File: src/pkg/rafc_regs.svh
`ifndef RAFC_REGS_SVH
`define RAFC_REGS_SVH

// ---------------------------------------------------------------
// setting selectors for the write port
// ---------------------------------------------------------------
`define RAFC_SEL_MODE    3'h0
`define RAFC_SEL_LEVEL   3'h1
`define RAFC_SEL_LIMIT   3'h2
`define RAFC_SEL_VGAIN   3'h3
`define RAFC_SEL_FGAIN   3'h4

// ---------------------------------------------------------------
// ranges and reset values (volts, 0.01 Hz, percent)
// ---------------------------------------------------------------
`define RAFC_MODE_MAX      2'h2
`define RAFC_MODE_RST      2'h0
`define RAFC_LEVEL_MIN     10'h12c
`define RAFC_LEVEL_MAX     10'h320
`define RAFC_LEVEL_RST_LV  10'h190
`define RAFC_LEVEL_RST_HV  10'h30c
`define RAFC_LIMIT_MAX     16'h03e8
`define RAFC_LIMIT_RST     16'h0258
`define RAFC_LIMIT_NONE    16'h270f
`define RAFC_GAIN_MAX      8'hc8
`define RAFC_GAIN_RST      8'h64
`define RAFC_GAIN_SCALE    32'd10000
`define RAFC_DECAY_STEP    16'h0001
`define RAFC_VIS_ALLOWED   1'b0

// ---------------------------------------------------------------
// timing
// ---------------------------------------------------------------
`define RAFC_CLK_MHZ       10
`define RAFC_CTRL_US       1000
`define RAFC_OL_MS_PER_LSB 16'h0064

`endif

File: src/pkg/rafc_pkg.sv
package rafc_pkg;

  typedef enum logic [2:0]
  {
    RAMP_ACCEL = 3'b001,
    RAMP_CONST = 3'b010,
    RAMP_DECEL = 3'b100
  } rafc_ramp_e;

  typedef enum logic [2:0]
  {
    ST_IDLE = 3'b001,
    ST_ACT  = 3'b010,
    ST_HOLD = 3'b100
  } rafc_state_e;

  typedef struct packed
  {
    logic        valid;
    logic [2:0]  sel;
    logic [15:0] data;
  } rafc_wr_s;

  typedef struct packed
  {
    logic [9:0]  busVolts;
    logic [15:0] preFreq;
    rafc_ramp_e  ramp;
  } rafc_drive_s;

endpackage

File: src/design/rafc_regen_avoid.sv
`timescale 1ns/10ps
`default_nettype none
`include "rafc_regs.svh"

module rafc_regen_avoid
#(
  parameter int CTRL_CYCLES = `RAFC_CTRL_US * `RAFC_CLK_MHZ
)
(
  input  wire logic                 mclk,
  input  wire logic                 resetn,
  input  wire logic                 highVoltClass,
  input  wire rafc_pkg::rafc_wr_s   settingWr,
  input  wire logic                 extendedParamVisibility,
  input  wire rafc_pkg::rafc_drive_s drive,
  input  wire logic [15:0]          maxOutputFrequency,
  input  wire logic                 overloadOtherCond,
  input  wire logic [7:0]           overloadSignalTimer,
  output logic                      settingAck,
  output logic                      settingRefused,
  output logic [15:0]               compFreq,
  output logic                      regenActive,
  output logic                      stallPrevention,
  output logic                      overloadAlarmSignal,
  output logic [1:0]                regenAvoidSelect,
  output logic [9:0]                regenAvoidLevel,
  output logic [15:0]               compFreqLimit,
  output logic [7:0]                voltageResponseGain,
  output logic [7:0]                frequencyResponseGain
);

  // ---------------------------------------------------------------
  // settings
  // ---------------------------------------------------------------
  logic [1:0]  mode_reg,  mode_next;
  logic [9:0]  level_reg, level_next;
  logic [15:0] limit_reg, limit_next;
  logic [7:0]  vgain_reg, vgain_next;
  logic [7:0]  fgain_reg, fgain_next;
  logic        wrOk;

  function automatic logic in_range(input logic [2:0] sel,
                                    input logic [15:0] d);
    case (sel)
      `RAFC_SEL_MODE:  in_range = d <= 16'(`RAFC_MODE_MAX);
      `RAFC_SEL_LEVEL: in_range = d >= 16'(`RAFC_LEVEL_MIN) &&
                                  d <= 16'(`RAFC_LEVEL_MAX);
      `RAFC_SEL_LIMIT: in_range = d <= `RAFC_LIMIT_MAX ||
                                  d == `RAFC_LIMIT_NONE;
      `RAFC_SEL_VGAIN,
      `RAFC_SEL_FGAIN: in_range = d <= 16'(`RAFC_GAIN_MAX);
      default:         in_range = 1'b0;
    endcase
  endfunction

  always_comb
  begin
    mode_next  = mode_reg;
    level_next = level_reg;
    limit_next = limit_reg;
    vgain_next = vgain_reg;
    fgain_next = fgain_reg;
    // writes are ignored while the extended settings are hidden
    wrOk = settingWr.valid && in_range(settingWr.sel, settingWr.data) &&
           extendedParamVisibility == `RAFC_VIS_ALLOWED;
    if (wrOk)
    begin
      case (settingWr.sel)
        `RAFC_SEL_MODE:  mode_next  = settingWr.data[1:0];
        `RAFC_SEL_LEVEL: level_next = settingWr.data[9:0];
        `RAFC_SEL_LIMIT: limit_next = settingWr.data;
        `RAFC_SEL_VGAIN: vgain_next = settingWr.data[7:0];
        `RAFC_SEL_FGAIN: fgain_next = settingWr.data[7:0];
        default:         mode_next  = mode_reg;
      endcase
    end
  end

  always_ff @(posedge mclk)
  begin
    if (!resetn)
    begin
      mode_reg  <= `RAFC_MODE_RST;
      // class strap is caught by the synchronous reset itself
      level_reg <= highVoltClass ? `RAFC_LEVEL_RST_HV
                                 : `RAFC_LEVEL_RST_LV;
      limit_reg <= `RAFC_LIMIT_RST;
      vgain_reg <= `RAFC_GAIN_RST;
      fgain_reg <= `RAFC_GAIN_RST;
    end
    else
    begin
      mode_reg  <= mode_next;
      level_reg <= level_next;
      limit_reg <= limit_next;
      vgain_reg <= vgain_next;
      fgain_reg <= fgain_next;
    end
  end

  assign settingAck            = wrOk;
  assign settingRefused        = settingWr.valid && !wrOk;
  assign regenAvoidSelect      = mode_reg;
  assign regenAvoidLevel       = level_reg;
  assign compFreqLimit         = limit_reg;
  assign voltageResponseGain   = vgain_reg;
  assign frequencyResponseGain = fgain_reg;

  // ---------------------------------------------------------------
  // control tick divider
  // ---------------------------------------------------------------
  logic [15:0] div_reg, div_next;
  logic        tick;

  always_comb
  begin
    tick     = div_reg == 16'(CTRL_CYCLES - 1);
    div_next = tick ? 16'h0000 : div_reg + 16'h0001;
  end

  always_ff @(posedge mclk)
  begin
    if (!resetn)
      div_reg <= 16'h0000;
    else
      div_reg <= div_next;
  end

  // ---------------------------------------------------------------
  // compensation loop
  // ---------------------------------------------------------------
  rafc_pkg::rafc_state_e state_reg, state_next;
  logic [15:0] comp_reg, comp_next;
  logic [15:0] out_reg, out_next;
  logic        enabled, acting, noCap, decel;
  logic [9:0]  excess;
  logic [31:0] incWide;
  logic [15:0] inc, capped;
  logic [16:0] sum;

  always_comb
  begin
    decel   = drive.ramp == rafc_pkg::RAMP_DECEL;
    enabled = mode_reg == 2'h1 ||
              (mode_reg == 2'h2 && drive.ramp == rafc_pkg::RAMP_CONST);
    acting  = enabled && drive.busVolts >= level_reg;
    excess  = acting ? drive.busVolts - level_reg : 10'h000;
    // gains multiply, so either one at zero leaves only the minimum step of 1 per tick
    incWide = 32'(excess) * 32'(vgain_reg) * 32'(fgain_reg)
              / `RAFC_GAIN_SCALE;
    inc     = (incWide > 32'h0000ffff) ? 16'hffff : incWide[15:0];
    if (acting && inc == 16'h0000)
      inc = 16'h0001;
    noCap   = limit_reg == `RAFC_LIMIT_NONE;
    capped  = comp_reg;
    comp_next  = comp_reg;
    state_next = state_reg;
    case (state_reg)
      rafc_pkg::ST_IDLE:
      begin
        if (acting)
          state_next = rafc_pkg::ST_ACT;
      end
      rafc_pkg::ST_ACT:
      begin
        if (!noCap && decel && comp_reg >= limit_reg)
          state_next = rafc_pkg::ST_HOLD;
        else if (!acting && comp_reg == 16'h0000)
          state_next = rafc_pkg::ST_IDLE;
      end
      rafc_pkg::ST_HOLD:
      begin
        if (drive.preFreq <= (limit_reg >> 1) || noCap ||
            mode_reg == 2'h0)
          state_next = rafc_pkg::ST_ACT;
      end
      default:
        state_next = rafc_pkg::ST_IDLE;
    endcase
    if (tick)
    begin
      if (mode_reg == 2'h0)
        capped = 16'h0000;
      else if (state_reg == rafc_pkg::ST_HOLD)
        capped = limit_reg;
      else if (acting)
        capped = (comp_reg > 16'hffff - inc) ? 16'hffff
                                             : comp_reg + inc;
      else if (comp_reg >= `RAFC_DECAY_STEP)
        capped = comp_reg - `RAFC_DECAY_STEP;
      else
        capped = 16'h0000;
      if (!noCap && state_reg != rafc_pkg::ST_HOLD &&
          capped > limit_reg)
        capped = limit_reg;
      comp_next = capped;
    end
    sum = {1'b0, drive.preFreq} + {1'b0, comp_reg};
    out_next = (sum > {1'b0, maxOutputFrequency}) ? maxOutputFrequency
                                                  : sum[15:0];
  end

  always_ff @(posedge mclk)
  begin
    if (!resetn)
    begin
      state_reg <= rafc_pkg::ST_IDLE;
      comp_reg  <= 16'h0000;
      out_reg   <= 16'h0000;
    end
    else
    begin
      state_reg <= state_next;
      comp_reg  <= comp_next;
      out_reg   <= out_next;
    end
  end

  assign compFreq = out_reg;

  // ---------------------------------------------------------------
  // stall prevention and overload alarm
  // ---------------------------------------------------------------
  logic        act_reg, act_next;
  logic        ol_reg, ol_next;
  logic [23:0] olCnt_reg, olCnt_next;
  logic        olCond;
  logic [23:0] olTarget;

  always_comb
  begin
    act_next = acting;
    // overvoltage stall counts as an overload item while acting
    olCond   = overloadOtherCond || act_reg;
    olTarget = 24'(overloadSignalTimer) * 24'(`RAFC_OL_MS_PER_LSB)
               * 24'(CTRL_CYCLES / CTRL_CYCLES);
    olCnt_next = olCnt_reg;
    ol_next    = ol_reg;
    if (!olCond)
    begin
      olCnt_next = 24'h000000;
      ol_next    = 1'b0;
    end
    else if (olCnt_reg >= olTarget)
      ol_next = 1'b1;
    else if (tick)
      olCnt_next = olCnt_reg + 24'h000001;
  end

  always_ff @(posedge mclk)
  begin
    if (!resetn)
    begin
      act_reg   <= 1'b0;
      ol_reg    <= 1'b0;
      olCnt_reg <= 24'h000000;
    end
    else
    begin
      act_reg   <= act_next;
      ol_reg    <= ol_next;
      olCnt_reg <= olCnt_next;
    end
  end

  assign regenActive         = act_reg;
  assign stallPrevention     = act_reg;
  assign overloadAlarmSignal = ol_reg;

  // ---------------------------------------------------------------
  // checks
  // ---------------------------------------------------------------
  a_mode_off_clear: assert property (@(posedge mclk) disable iff (!resetn)
    mode_reg == 2'h0 && tick |=> comp_reg == 16'h0000)
    else $error("compensation not cleared with mode off");

  a_level_trigger: assert property (@(posedge mclk) disable iff (!resetn)
    enabled && drive.busVolts >= level_reg |=> regenActive)
    else $error("avoidance did not engage at level");

  a_level_range: assert property (@(posedge mclk) disable iff (!resetn)
    level_reg >= `RAFC_LEVEL_MIN && level_reg <= `RAFC_LEVEL_MAX)
    else $error("operation level out of range");

  a_cap_limit: assert property (@(posedge mclk) disable iff (!resetn)
    limit_reg != `RAFC_LIMIT_NONE && state_reg == rafc_pkg::ST_ACT
    |-> comp_reg <= limit_reg)
    else $error("compensation above limit");

  a_hold_value: assert property (@(posedge mclk) disable iff (!resetn)
    state_reg == rafc_pkg::ST_HOLD && tick && mode_reg != 2'h0
    |=> comp_reg == $past(limit_reg))
    else $error("hold does not keep limit value");

  a_max_clamp: assert property (@(posedge mclk) disable iff (!resetn)
    1'b1 |=> compFreq <= $past(maxOutputFrequency))
    else $error("output above maximum frequency");

  a_gain_range: assert property (@(posedge mclk) disable iff (!resetn)
    vgain_reg <= `RAFC_GAIN_MAX && fgain_reg <= `RAFC_GAIN_MAX)
    else $error("gain out of range");

  a_stall_follow: assert property (@(posedge mclk) disable iff (!resetn)
    stallPrevention == regenActive &&
    (regenActive == $past(acting)))
    else $error("stall prevention not tied to avoidance");

  a_ol_drop: assert property (@(posedge mclk) disable iff (!resetn)
    !overloadOtherCond && !regenActive |=> !overloadAlarmSignal)
    else $error("overload alarm without cause");

  a_write_lock: assert property (@(posedge mclk) disable iff (!resetn)
    extendedParamVisibility != `RAFC_VIS_ALLOWED
    |=> $stable(mode_reg) && $stable(level_reg) && $stable(limit_reg))
    else $error("setting changed while locked");

  a_no_excess: assert property (@(posedge mclk) disable iff (!resetn)
    !acting |-> excess == 10'h000)
    else $error("increment without excess");

endmodule

`default_nettype wire

File: config.mk
export PLATFORM = sky130hd
export DESIGN_NAME = rafc_regen_avoid
export DESIGN_NICKNAME = d
export VERILOG_FILES = /design/src/pkg/rafc_pkg.sv /design/src/design/rafc_regen_avoid.sv
export VERILOG_INCLUDE_DIRS = /design/src /design/src/pkg
export SDC_FILE = /design/constraint.sdc
export NUM_CORES = 1
export LEC_CHECK = 0
export ABC_AREA = 1
export CORE_MARGIN = 2
export CORE_UTILIZATION = 44
export DETAILED_ROUTE_END_ITERATION = 12
export DONT_BUFFER_PORTS = 1
export PLACE_DENSITY = 0.55
export SYNTH_ARGS = -nofsm -noshare
export SYNTH_HDL_FRONTEND = slang
export SYNTH_SLANG_ARGS = --single-unit
File: constraint.sdc
create_clock -name mclk -period 32.1 [get_ports mclk]
set_input_delay 4.815 -clock mclk [delete_from_list [all_inputs] [get_ports mclk]]
set_output_delay 4.815 -clock mclk [all_outputs]
set_load 0.05 [all_outputs]
==> flow_summary.json, run 1 <==
{
  "outcome": "finished clean",
  "synth-warning-count": 0,
  "synth_edf_count": 10,
  "max_cap_viol_count": 0,
  "core_um2": 49800,
  "hold_path_end": "olCnt_reg[19]",
  "cts_max_level": 4,
  "finalMaxSlewViolations": 0,
  "ctsRootBufferMaster": "clkbuf_16",
  "syn-num-nets": 3720,
  "clock_sinks": 121,
  "globalRouteTotalUtil_pct": 23.7,
  "asyncSetResetFlopFracSynth_pct": 0,
  "finalClockSkew_ns": 0.0152,
  "drt_first_pass_iters": 6,
  "detail_route.iter0.violations": 1232,
  "placedInstanceArea_um2": 22700,
  "critical-path-slowest-cell": "inv_1",
  "crit_path_max_incr_delay_ns": 0.59,
  "postSynthRegisterBits": 121,
  "synth_top_cell_area_share_pct": 13.6,
  "mappedNetlistArea_um2": 22000,
  "timing_hold_violations_final": 0,
  "timing.critical_path.from": "drive[19]",
  "grt_remaining_overflow": 0,
  "cts-buffers-inserted": 17,
  "final_min_period_over_clock_period_pct": 89.2,
  "setup_violations": 0,
  "rsz_0062_raised_after_global_routing": "no",
  "placer_congestion": 0.938,
  "vias_per_cell": 5.23,
  "end_kind": "register",
  "worst_hold_startpoint": "olCnt_reg[19]",
  "r2r_start": "regenAvoidLevel[0]",
  "path_max_fanout": 24,
  "ir_worst_vdd_mv": 0.0351,
  "max_clock_freq_ghz": 0.0349,
  "overall_die_area_um2": 51900,
  "post_detailed_route_drc_marker_count": 0,
  "routed_wire_length_per_instance_um": 15.5,
  "cp_data_required_time_ns": 32.42,
  "timing.rr.end": "comp_reg[10]",
  "post_cts_buffers": 0,
  "io_pins": 143,
  "whs_ns": 0.424,
  "io_buffers": 0,
  "distinct_cell_type_count_after_synthesis": 74,
  "placedCellCount": 3891,
  "cts_hold_repair.buffers": 0,
  "cell_seen_most_often_among_critical_path_stages": "nand2_1",
  "worstSkewPairLatency_ns": 0.45,
  "grt_first_pass_wirelength_mm": 101,
  "area.growth.synth_to_final_pct": 5.85,
  "worst-slew-pin-transition_ns": 1.14,
  "design_area_um2": 23300,
  "leakage_nw": 12.4,
  "nets": 3699,
  "n_antenna_cell": 0,
  "max_slew_margin_pct": 24.1,
  "die_width_um": 228,
  "criticalPathCategory": "in2reg",
  "finalWirelength_mm": 60.7,
  "synthFlopType": "dfxtp_1",
  "hold_path.class": "reg2reg",
  "dr_total_vias": 20500,
  "flip_flop_count_of_the_largest_register_after_layout": 24,
  "drtAntennaViolNets": 0,
  "crit_buf_inv": 17,
  "setup_total_negative_slack_ns": 0,
  "core.rowCount": 82,
  "post_route_minimum_period_ns": 28.65,
  "timing.reg2reg.setup_slack_ns": 7.08,
  "final_cells": 3923,
  "synth.yosys.seq_area_share_pct": 11.4,
  "library_cell_with_the_largest_summed_area_after_synthesis": "fa_1",
  "worstRegToRegCells": 144,
  "ctsLongestPathBuffers": 2,
  "post_cts_resized": 0,
  "initial_core_utilization_pct": 44.3,
  "synth_top_cells_by_area": "fa_1 (14%), ha_1 (13%), nand2_1 (11%)",
  "layout-drive-gt1-share_pct": 10.2,
  "clkSlewWorstSetupHoldPaths_ns": 0.06,
  "antenna_violations_before_repair": 0,
  "fillerInstances": 5160,
  "hold_path_depth": 2,
  "cpLargestDelayFamily": "simple AND/OR/NAND/NOR gates",
  "grt_pass1_vias": 20100,
  "tritoncts": "built",
  "fp.dieH_um": 228,
  "cp-start-kind": "input pin",
  "power.density_cell_area_nw_per_um2": 19.2,
  "post_dp_hpwl_mm": 51.0,
  "synth_cells": 3259,
  "synthesis.area_per_instance_um2": 6.76,
  "largest_net_degree_at_the_start_of_global_routing": 59,
  "worst-endpoint-arrival_ns": 28.96
}
## kinds of logic after synthesis
| logic type | synth area share, % |
|---|---|
| flops | 11.4 |
| buf+inv | 12.3 |
| simple gates | 33.5 |
| fa+ha+maj | 26.9 |
| compound gates | 11.6 |
| xor+xnor | 4.29 |
## routing by layer
| metal | vias up | global-route usage, % | wire (um) |
|---|---|---|---|
| li1 | 10300 | - | - |
| met1 | 9571 | 31.3 | 27600 |
| met5 | - | 0 | 0 |
| met2 | 524 | 40.2 | 28400 |
| met4 | 0 | 6.93 | 1460 |
| met3 | 90 | 3.21 | 3260 |
## power breakdown
part | total (mW) | switching, mW | internal, mW
logic | 0.0627 | 0.0383 | 0.0243
registers | 0.171 | 0.0139 | 0.157
clock network | 0.213 | 0.0757 | 0.137
total | 0.447 | 0.128 | 0.319
## worst min-delay path: cells and delay by family (launching register included)
| kind | cells | cell delay [ns] |
|---|---|---|
| buffers and inverters | 1 | 0.04 |
| DFF | 1 | 0.30 |
| and+or+nand+nor | 1 | 0.03 |
## area by class of cell
class                      instances  area, um2  area share, %
timing repair buffer              13       97.6          0.418
inverter                         634       2400           10.3
multi-input combinational       2451      16800           72.1
tap                              672        841           3.60
clock buffer                      24        523           2.24
sequential                       121       2520           10.8
clock inverter                     8        130          0.558
## metrics by stage
| step | util, % | power, mW | setup WS [ns] |
|---|---|---|---|
| 2_1_floorplan | - | 0.224 | 6.60 |
| 6_report | 46.9 | 0.447 | 3.45 |
| 4_1_cts | 46.9 | 0.451 | 3.54 |
| 5_1_grt | 46.9 | 0.467 | 1.11 |
| 3_3_place_gp | 45.6 | 0.235 | 3.67 |
| 3_5_place_dp | 45.6 | 0.237 | 3.14 |
## worst max path at each step
stage                              end  depth (start not counted)  slack (ns)
after floorplan           comp_reg[12]                        156        6.60
after global placement    comp_reg[10]                        145        3.67
after detailed placement  comp_reg[10]                        145        3.14
after CTS                 comp_reg[10]                        145        3.54
after global routing       comp_reg[5]                        151        1.11
final                     comp_reg[10]                        145        3.45
## placed cells by master (no fill, tap or decap), drive strengths merged, types with 4 or more instances in the layout
cell / count
a21o: 6
clkinv: 12
and2: 5
o22ai: 17
o21ai: 151
o21a: 12
inv: 624
xnor2: 19
o21bai: 15
nor3: 36
fa: 150
o221ai: 4
xor2: 86
nor3b: 5
buf: 13
nor2: 371
nand3b: 17
a211oi: 7
nand3: 205
edfxtp: 10
dfxtp: 111
or2: 12
ha: 233
nand4: 50
a31oi: 7
clkbuf: 24
o211ai: 29
nand2: 809
a21oi: 168
nor4: 14
## synthesized netlist by cell type (47+ instances only)
| master | number |
|---|---|
| nand3_1 | 186 |
| nand2_1 | 669 |
| ha_1 | 233 |
| fa_1 | 150 |
| nand4_1 | 47 |
| dfxtp_1 | 111 |
| nor2_1 | 319 |
| nand2_2 | 95 |
| xor2_1 | 84 |
| inv_1 | 584 |
| a21oi_1 | 160 |
| o21ai_0 | 127 |
Note: power is estimated with default switching activity, not from simulation.
==> run 2, diff against run 1 <==
RECOVER_POWER = 25   (was default)
==> flow_summary.json, run 2 (synthesis gave the netlist of run 1 again) <==
{
  "r2r_start": "regenAvoidLevel[0]",
  "finalClockSkew_ns": 0.0145,
  "most-common-layout-cells": "nand2_1 (669), inv_1 (584), nor2_1 (319), ha_1 (233), nand3_1 (186)",
  "met3_length_mm": 3.12,
  "placer_congestion": 0.938,
  "globalRouteTotalUtil_pct": 23.7,
  "area.growth.synth_to_final_pct": 5.73,
  "grt_first_pass_wirelength_mm": 101,
  "timing.rr.end": "comp_reg[10]",
  "fillerInstances": 5164,
  "path_max_fanout": 24,
  "power.density_cell_area_nw_per_um2": 19.2,
  "worst-slew-pin-transition_ns": 1.45,
  "core_um2": 49800,
  "die_width_um": 228,
  "post_cts_resized": 0,
  "max_slew_margin_pct": 3.46,
  "postLayoutCoreUtil_pct": 46.8,
  "cp_data_required_time_ns": 32.42,
  "cell_seen_most_often_among_critical_path_stages": "nand2_1",
  "dr_total_vias": 20500,
  "flip_flop_count_of_the_largest_register_after_layout": 24,
  "clkSlewWorstSetupHoldPaths_ns": 0.06,
  "timing.reg2reg.setup_slack_ns": 7.00,
  "ir_worst_vdd_mv": 0.0353,
  "fp.dieH_um": 228,
  "worstRegToRegCells": 144,
  "cts_max_level": 4,
  "tritoncts": "built",
  "clock_sinks": 121,
  "grt_remaining_overflow": 0,
  "largest_net_degree_at_the_start_of_global_routing": 59,
  "criticalPathCategory": "in2reg",
  "worst_hold_startpoint": "olCnt_reg[19]",
  "max_cap_viol_count": 0,
  "crit_buf_inv": 16,
  "io_buffers": 0,
  "max_clock_freq_ghz": 0.0348,
  "cpLargestDelayFamily": "simple AND/OR/NAND/NOR gates",
  "ctsLongestPathBuffers": 2,
  "post_route_minimum_period_ns": 28.72,
  "wl_met2_mm": 28.2,
  "design_power_total_uw": 447,
  "setup_total_negative_slack_ns": 0,
  "cp-start-kind": "input pin",
  "core.rowCount": 82,
  "post_detailed_route_drc_marker_count": 0,
  "overall_die_area_um2": 51900,
  "layout-drive-gt1-share_pct": 9.97,
  "crit_path_max_incr_delay_ns": 0.57,
  "setup_violations": 0,
  "timing.critical_path.depth": 145,
  "post_cts_buffers": 0,
  "worstSkewPairLatency_ns": 0.45,
  "finalWirelength_mm": 60.6,
  "timing.critical_path.from": "drive[19]",
  "hold_path.class": "reg2reg",
  "n_antenna_cell": 0,
  "cts_hold_repair.buffers": 0,
  "io_pins": 143,
  "detail_route.iter0.violations": 1312,
  "nets": 3699,
  "critical-path-slowest-cell": "xor2_1",
  "outcome": "finished clean",
  "drt_first_pass_iters": 5,
  "routed_wire_length_per_instance_um": 15.5,
  "rsz_0062_raised_after_global_routing": "no",
  "hold_path_depth": 2,
  "post_dp_hpwl_mm": 51.0,
  "end_kind": "register",
  "finalMaxSlewViolations": 0,
  "initial_core_utilization_pct": 44.3,
  "timing_hold_violations_final": 0,
  "dr.max_layer_used": "met4",
  "final_common_cell": "nand2_1",
  "worst-endpoint-arrival_ns": 29.04,
  "critPathCapture": "comp_reg[10]",
  "route.layer.met1.wl_mm": 27.7,
  "grt_pass1_vias": 20100,
  "cts-buffers-inserted": 17,
  "leakage_nw": 12.4,
  "drtAntennaViolNets": 0,
  "vias_per_cell": 5.21,
  "antenna_violations_before_repair": 0,
  "final_min_period_over_clock_period_pct": 89.5,
  "ctsRootBufferMaster": "clkbuf_16"
}
## run 2: cell types whose count changed in the layout (fill, tap and decap cells not counted)
cell	delta
buf_4	-7
o21ai_0	+1
o21ai_1	-1
clkbuf_1	+7
## run 2: worst min-delay path by stage
stage                         end  slack, ns
global placement    olCnt_reg[16]       0.41
CTS                 olCnt_reg[19]       0.43
finish              olCnt_reg[19]       0.42
floorplan           olCnt_reg[19]       0.41
global route        olCnt_reg[23]       0.45
detailed placement  olCnt_reg[19]       0.42
## run 2: worst register-to-register path, delay by kind of cell (launching register included)
kind	cells	cell delay, ns
buf+inv	15	1.68
fa+ha+maj	14	5.77
compound gates	29	5.05
xor+xnor	2	0.68
flops	1	0.68
simple gates	84	11.06
## run 2: routing by layer
metal,vias to the layer above,track usage [%]
li1,10300,-
met1,9545,31.3
met2,492,40.2
met3,102,3.21
met4,0,6.93
met5,-,0
## run 2: cell type report
class,instances,area [um2],share of cell area (%)
inverters,634,2400,10.3
flip-flops and latches,121,2520,10.8
well taps,672,841,3.61
repair buffers,13,71.3,0.306
clock buffers,24,523,2.24
clock inverters,8,130,0.559
multi-input cells,2451,16800,72.2
## run 2: metrics by stage
stage / cells / worst slack [ns] / hold slack [ns] / instance area [um2]
after floorplan: 3259 / 6.60 / 0.408 / 22000
after detailed placement: 3891 / 3.14 / 0.419 / 22700
after CTS: 3923 / 3.54 / 0.426 / 23300
after global placement: 3891 / 3.67 / 0.415 / 22700
final: 3923 / 3.38 / 0.424 / 23300
after global routing: 3923 / 1.11 / 0.447 / 23300
## run 2: report_power, final
group / leakage [nW] / internal [mW] / switching (mW)
clock: 0.310 / 0.137 / 0.0755
combinational: 11.1 / 0.0242 / 0.0384
sequential: 0.997 / 0.157 / 0.0139
total: 12.4 / 0.319 / 0.128
==> run 3, diff against run 2 <==
CORE_MARGIN = 3   (was 2)
CORE_UTILIZATION = 35   (was 44)
PLACE_DENSITY = 0.45   (was 0.55)
SKIP_LAST_GASP = 1   (was default)
==> flow_summary.json, run 3 (synthesis gave the netlist of run 1 again) <==
{
  "outcome": "finished clean",
  "leakage_nw": 12.3,
  "dr_total_vias": 20400,
  "cp-start-kind": "input pin",
  "clkSlewWorstSetupHoldPaths_ns": 0.05,
  "layout-drive-gt1-share_pct": 9.93,
  "finalWirelength_mm": 63.8,
  "fp.dieH_um": 257,
  "core.rowCount": 91,
  "finalMaxSlewViolations": 0,
  "initial_core_utilization_pct": 35.6,
  "power.density_cell_area_nw_per_um2": 18.0,
  "area.growth.synth_to_final_pct": 6.31,
  "critical-path-slowest-cell": "inv_1",
  "ir_worst_vdd_mv": 0.0277,
  "clock_sinks": 121,
  "core_um2": 61900,
  "ctsLongestPathBuffers": 2,
  "vias_per_cell": 4.99,
  "timing.rr.end": "comp_reg[5]",
  "worst_hold_startpoint": "olCnt_reg[17]",
  "criticalPathCategory": "in2reg",
  "hold_path_depth": 2,
  "setup_total_negative_slack_ns": 0,
  "grt_first_pass_wirelength_mm": 105,
  "nets": 3700,
  "worst-slew-pin-transition_ns": 1.39,
  "hold_path_end": "olCnt_reg[17]",
  "path_max_fanout": 26,
  "globalRouteTotalUtil_pct": 19.6,
  "placedInstanceArea_um2": 22900,
  "die_width_um": 257,
  "cts-buffers-inserted": 17,
  "post_detailed_route_drc_marker_count": 0,
  "detail_route.iter0.violations": 1220,
  "ctsRootBufferMaster": "clkbuf_16",
  "overall_die_area_um2": 66000,
  "tritoncts": "built",
  "max_slew_margin_pct": 7.30,
  "design_area_um2": 23400,
  "placer_congestion": 0.871,
  "post_cts_resized": 0,
  "largest_net_degree_at_the_start_of_global_routing": 59,
  "worstSkewPairLatency_ns": 0.45,
  "n_antenna_cell": 0,
  "r2r_start": "regenAvoidLevel[0]",
  "post_route_minimum_period_ns": 29.09,
  "drtAntennaViolNets": 0,
  "drt_first_pass_iters": 5,
  "cp_data_required_time_ns": 32.41,
  "hold_path.class": "reg2reg",
  "post_cts_buffers": 0,
  "setup_violations": 0,
  "grt_pass1_vias": 20100,
  "end_kind": "register",
  "timing_hold_violations_final": 0,
  "cts_max_level": 4,
  "flip_flop_count_of_the_largest_register_after_layout": 24,
  "io_buffers": 0,
  "cell_seen_most_often_among_critical_path_stages": "nand2_1",
  "final_min_period_over_clock_period_pct": 90.6,
  "timing.reg2reg.setup_slack_ns": 6.64,
  "worst-endpoint-arrival_ns": 29.40,
  "max_clock_freq_ghz": 0.0344,
  "io_pins": 143,
  "antenna_violations_before_repair": 0,
  "worstRegToRegCells": 148,
  "crit_path_max_incr_delay_ns": 0.60,
  "cts_hold_repair.buffers": 0,
  "routed_wire_length_per_instance_um": 15.6,
  "final_common_cell": "nand2_1",
  "post_dp_hpwl_mm": 54.2,
  "most-common-layout-cells": "nand2_1 (669), inv_1 (584), nor2_1 (319), ha_1 (233), nand3_1 (186)",
  "grt_remaining_overflow": 0,
  "max_cap_viol_count": 0,
  "design_power_total_uw": 421,
  "finalClockSkew_ns": 0.0165,
  "rsz_0062_raised_after_global_routing": "no"
}
run 3: cell count changes in the layout (fill, tap and decap cells not counted), sizes merged:
cell,change
buf,+2
bufinv,-1
clkbuf,-6
clkinv,+6
clkinvlp,+1
inv,-1
run 3: how the worst max path moves through the flow:
stage                          from            to  slack (ns)  depth (start not counted)
after floorplan           drive[19]  comp_reg[12]        6.60                        156
after global placement    drive[19]  comp_reg[10]        3.03                        144
after detailed placement  drive[19]  comp_reg[10]        2.69                        146
after CTS                 drive[19]  comp_reg[10]        3.12                        146
after global routing      drive[19]  comp_reg[10]        0.46                        149
final                     drive[19]   comp_reg[5]        3.01                        149
run 3: worst max-delay path, delay by kind of cell:
kind	cells	cell delay, ns
xor gates and xnor gates	2	0.67
AOI/OAI and AO/OA	30	5.29
buffers and inverters	17	2.04
and+or+nand+nor	86	10.81
adders and majority gates	14	5.71
run 3: layer usage:
layer	up-vias	routed length, um	GRT usage, %
met1	9611	29800	26.2
met3	74	2740	2.52
met2	399	30000	33.5
li1	10300	-	-
met5	-	0	0
met4	0	1350	4.80
run 3: power by group:
group          switching, mW  leakage [nW]  internal (mW)
logic                 0.0380          11.1         0.0241
registers             0.0137         0.997          0.157
clock network         0.0751         0.264          0.113
run 3: cell type report:
cell class | instances | area, um2
Tap cell | 837 | 1050
Clock buffer | 19 | 433
Inverter | 634 | 2400
Sequential cell | 121 | 2520
Timing Repair Buffer | 14 | 82.6
Clock inverter | 13 | 130
Fill cell | 6730 | 38500
Multi-Input combinational cell | 2451 | 16800
run 3: stage by stage:
step	cells	setup slack (ns)	hold slack (ns)	util (%)
final	4089	3.01	0.431	37.8
after CTS	4089	3.12	0.429	37.9
after floorplan	3259	6.60	0.408	-
after global placement	4057	3.03	0.416	36.9
after global routing	4089	0.463	0.450	37.8
after detailed placement	4057	2.69	0.421	36.9
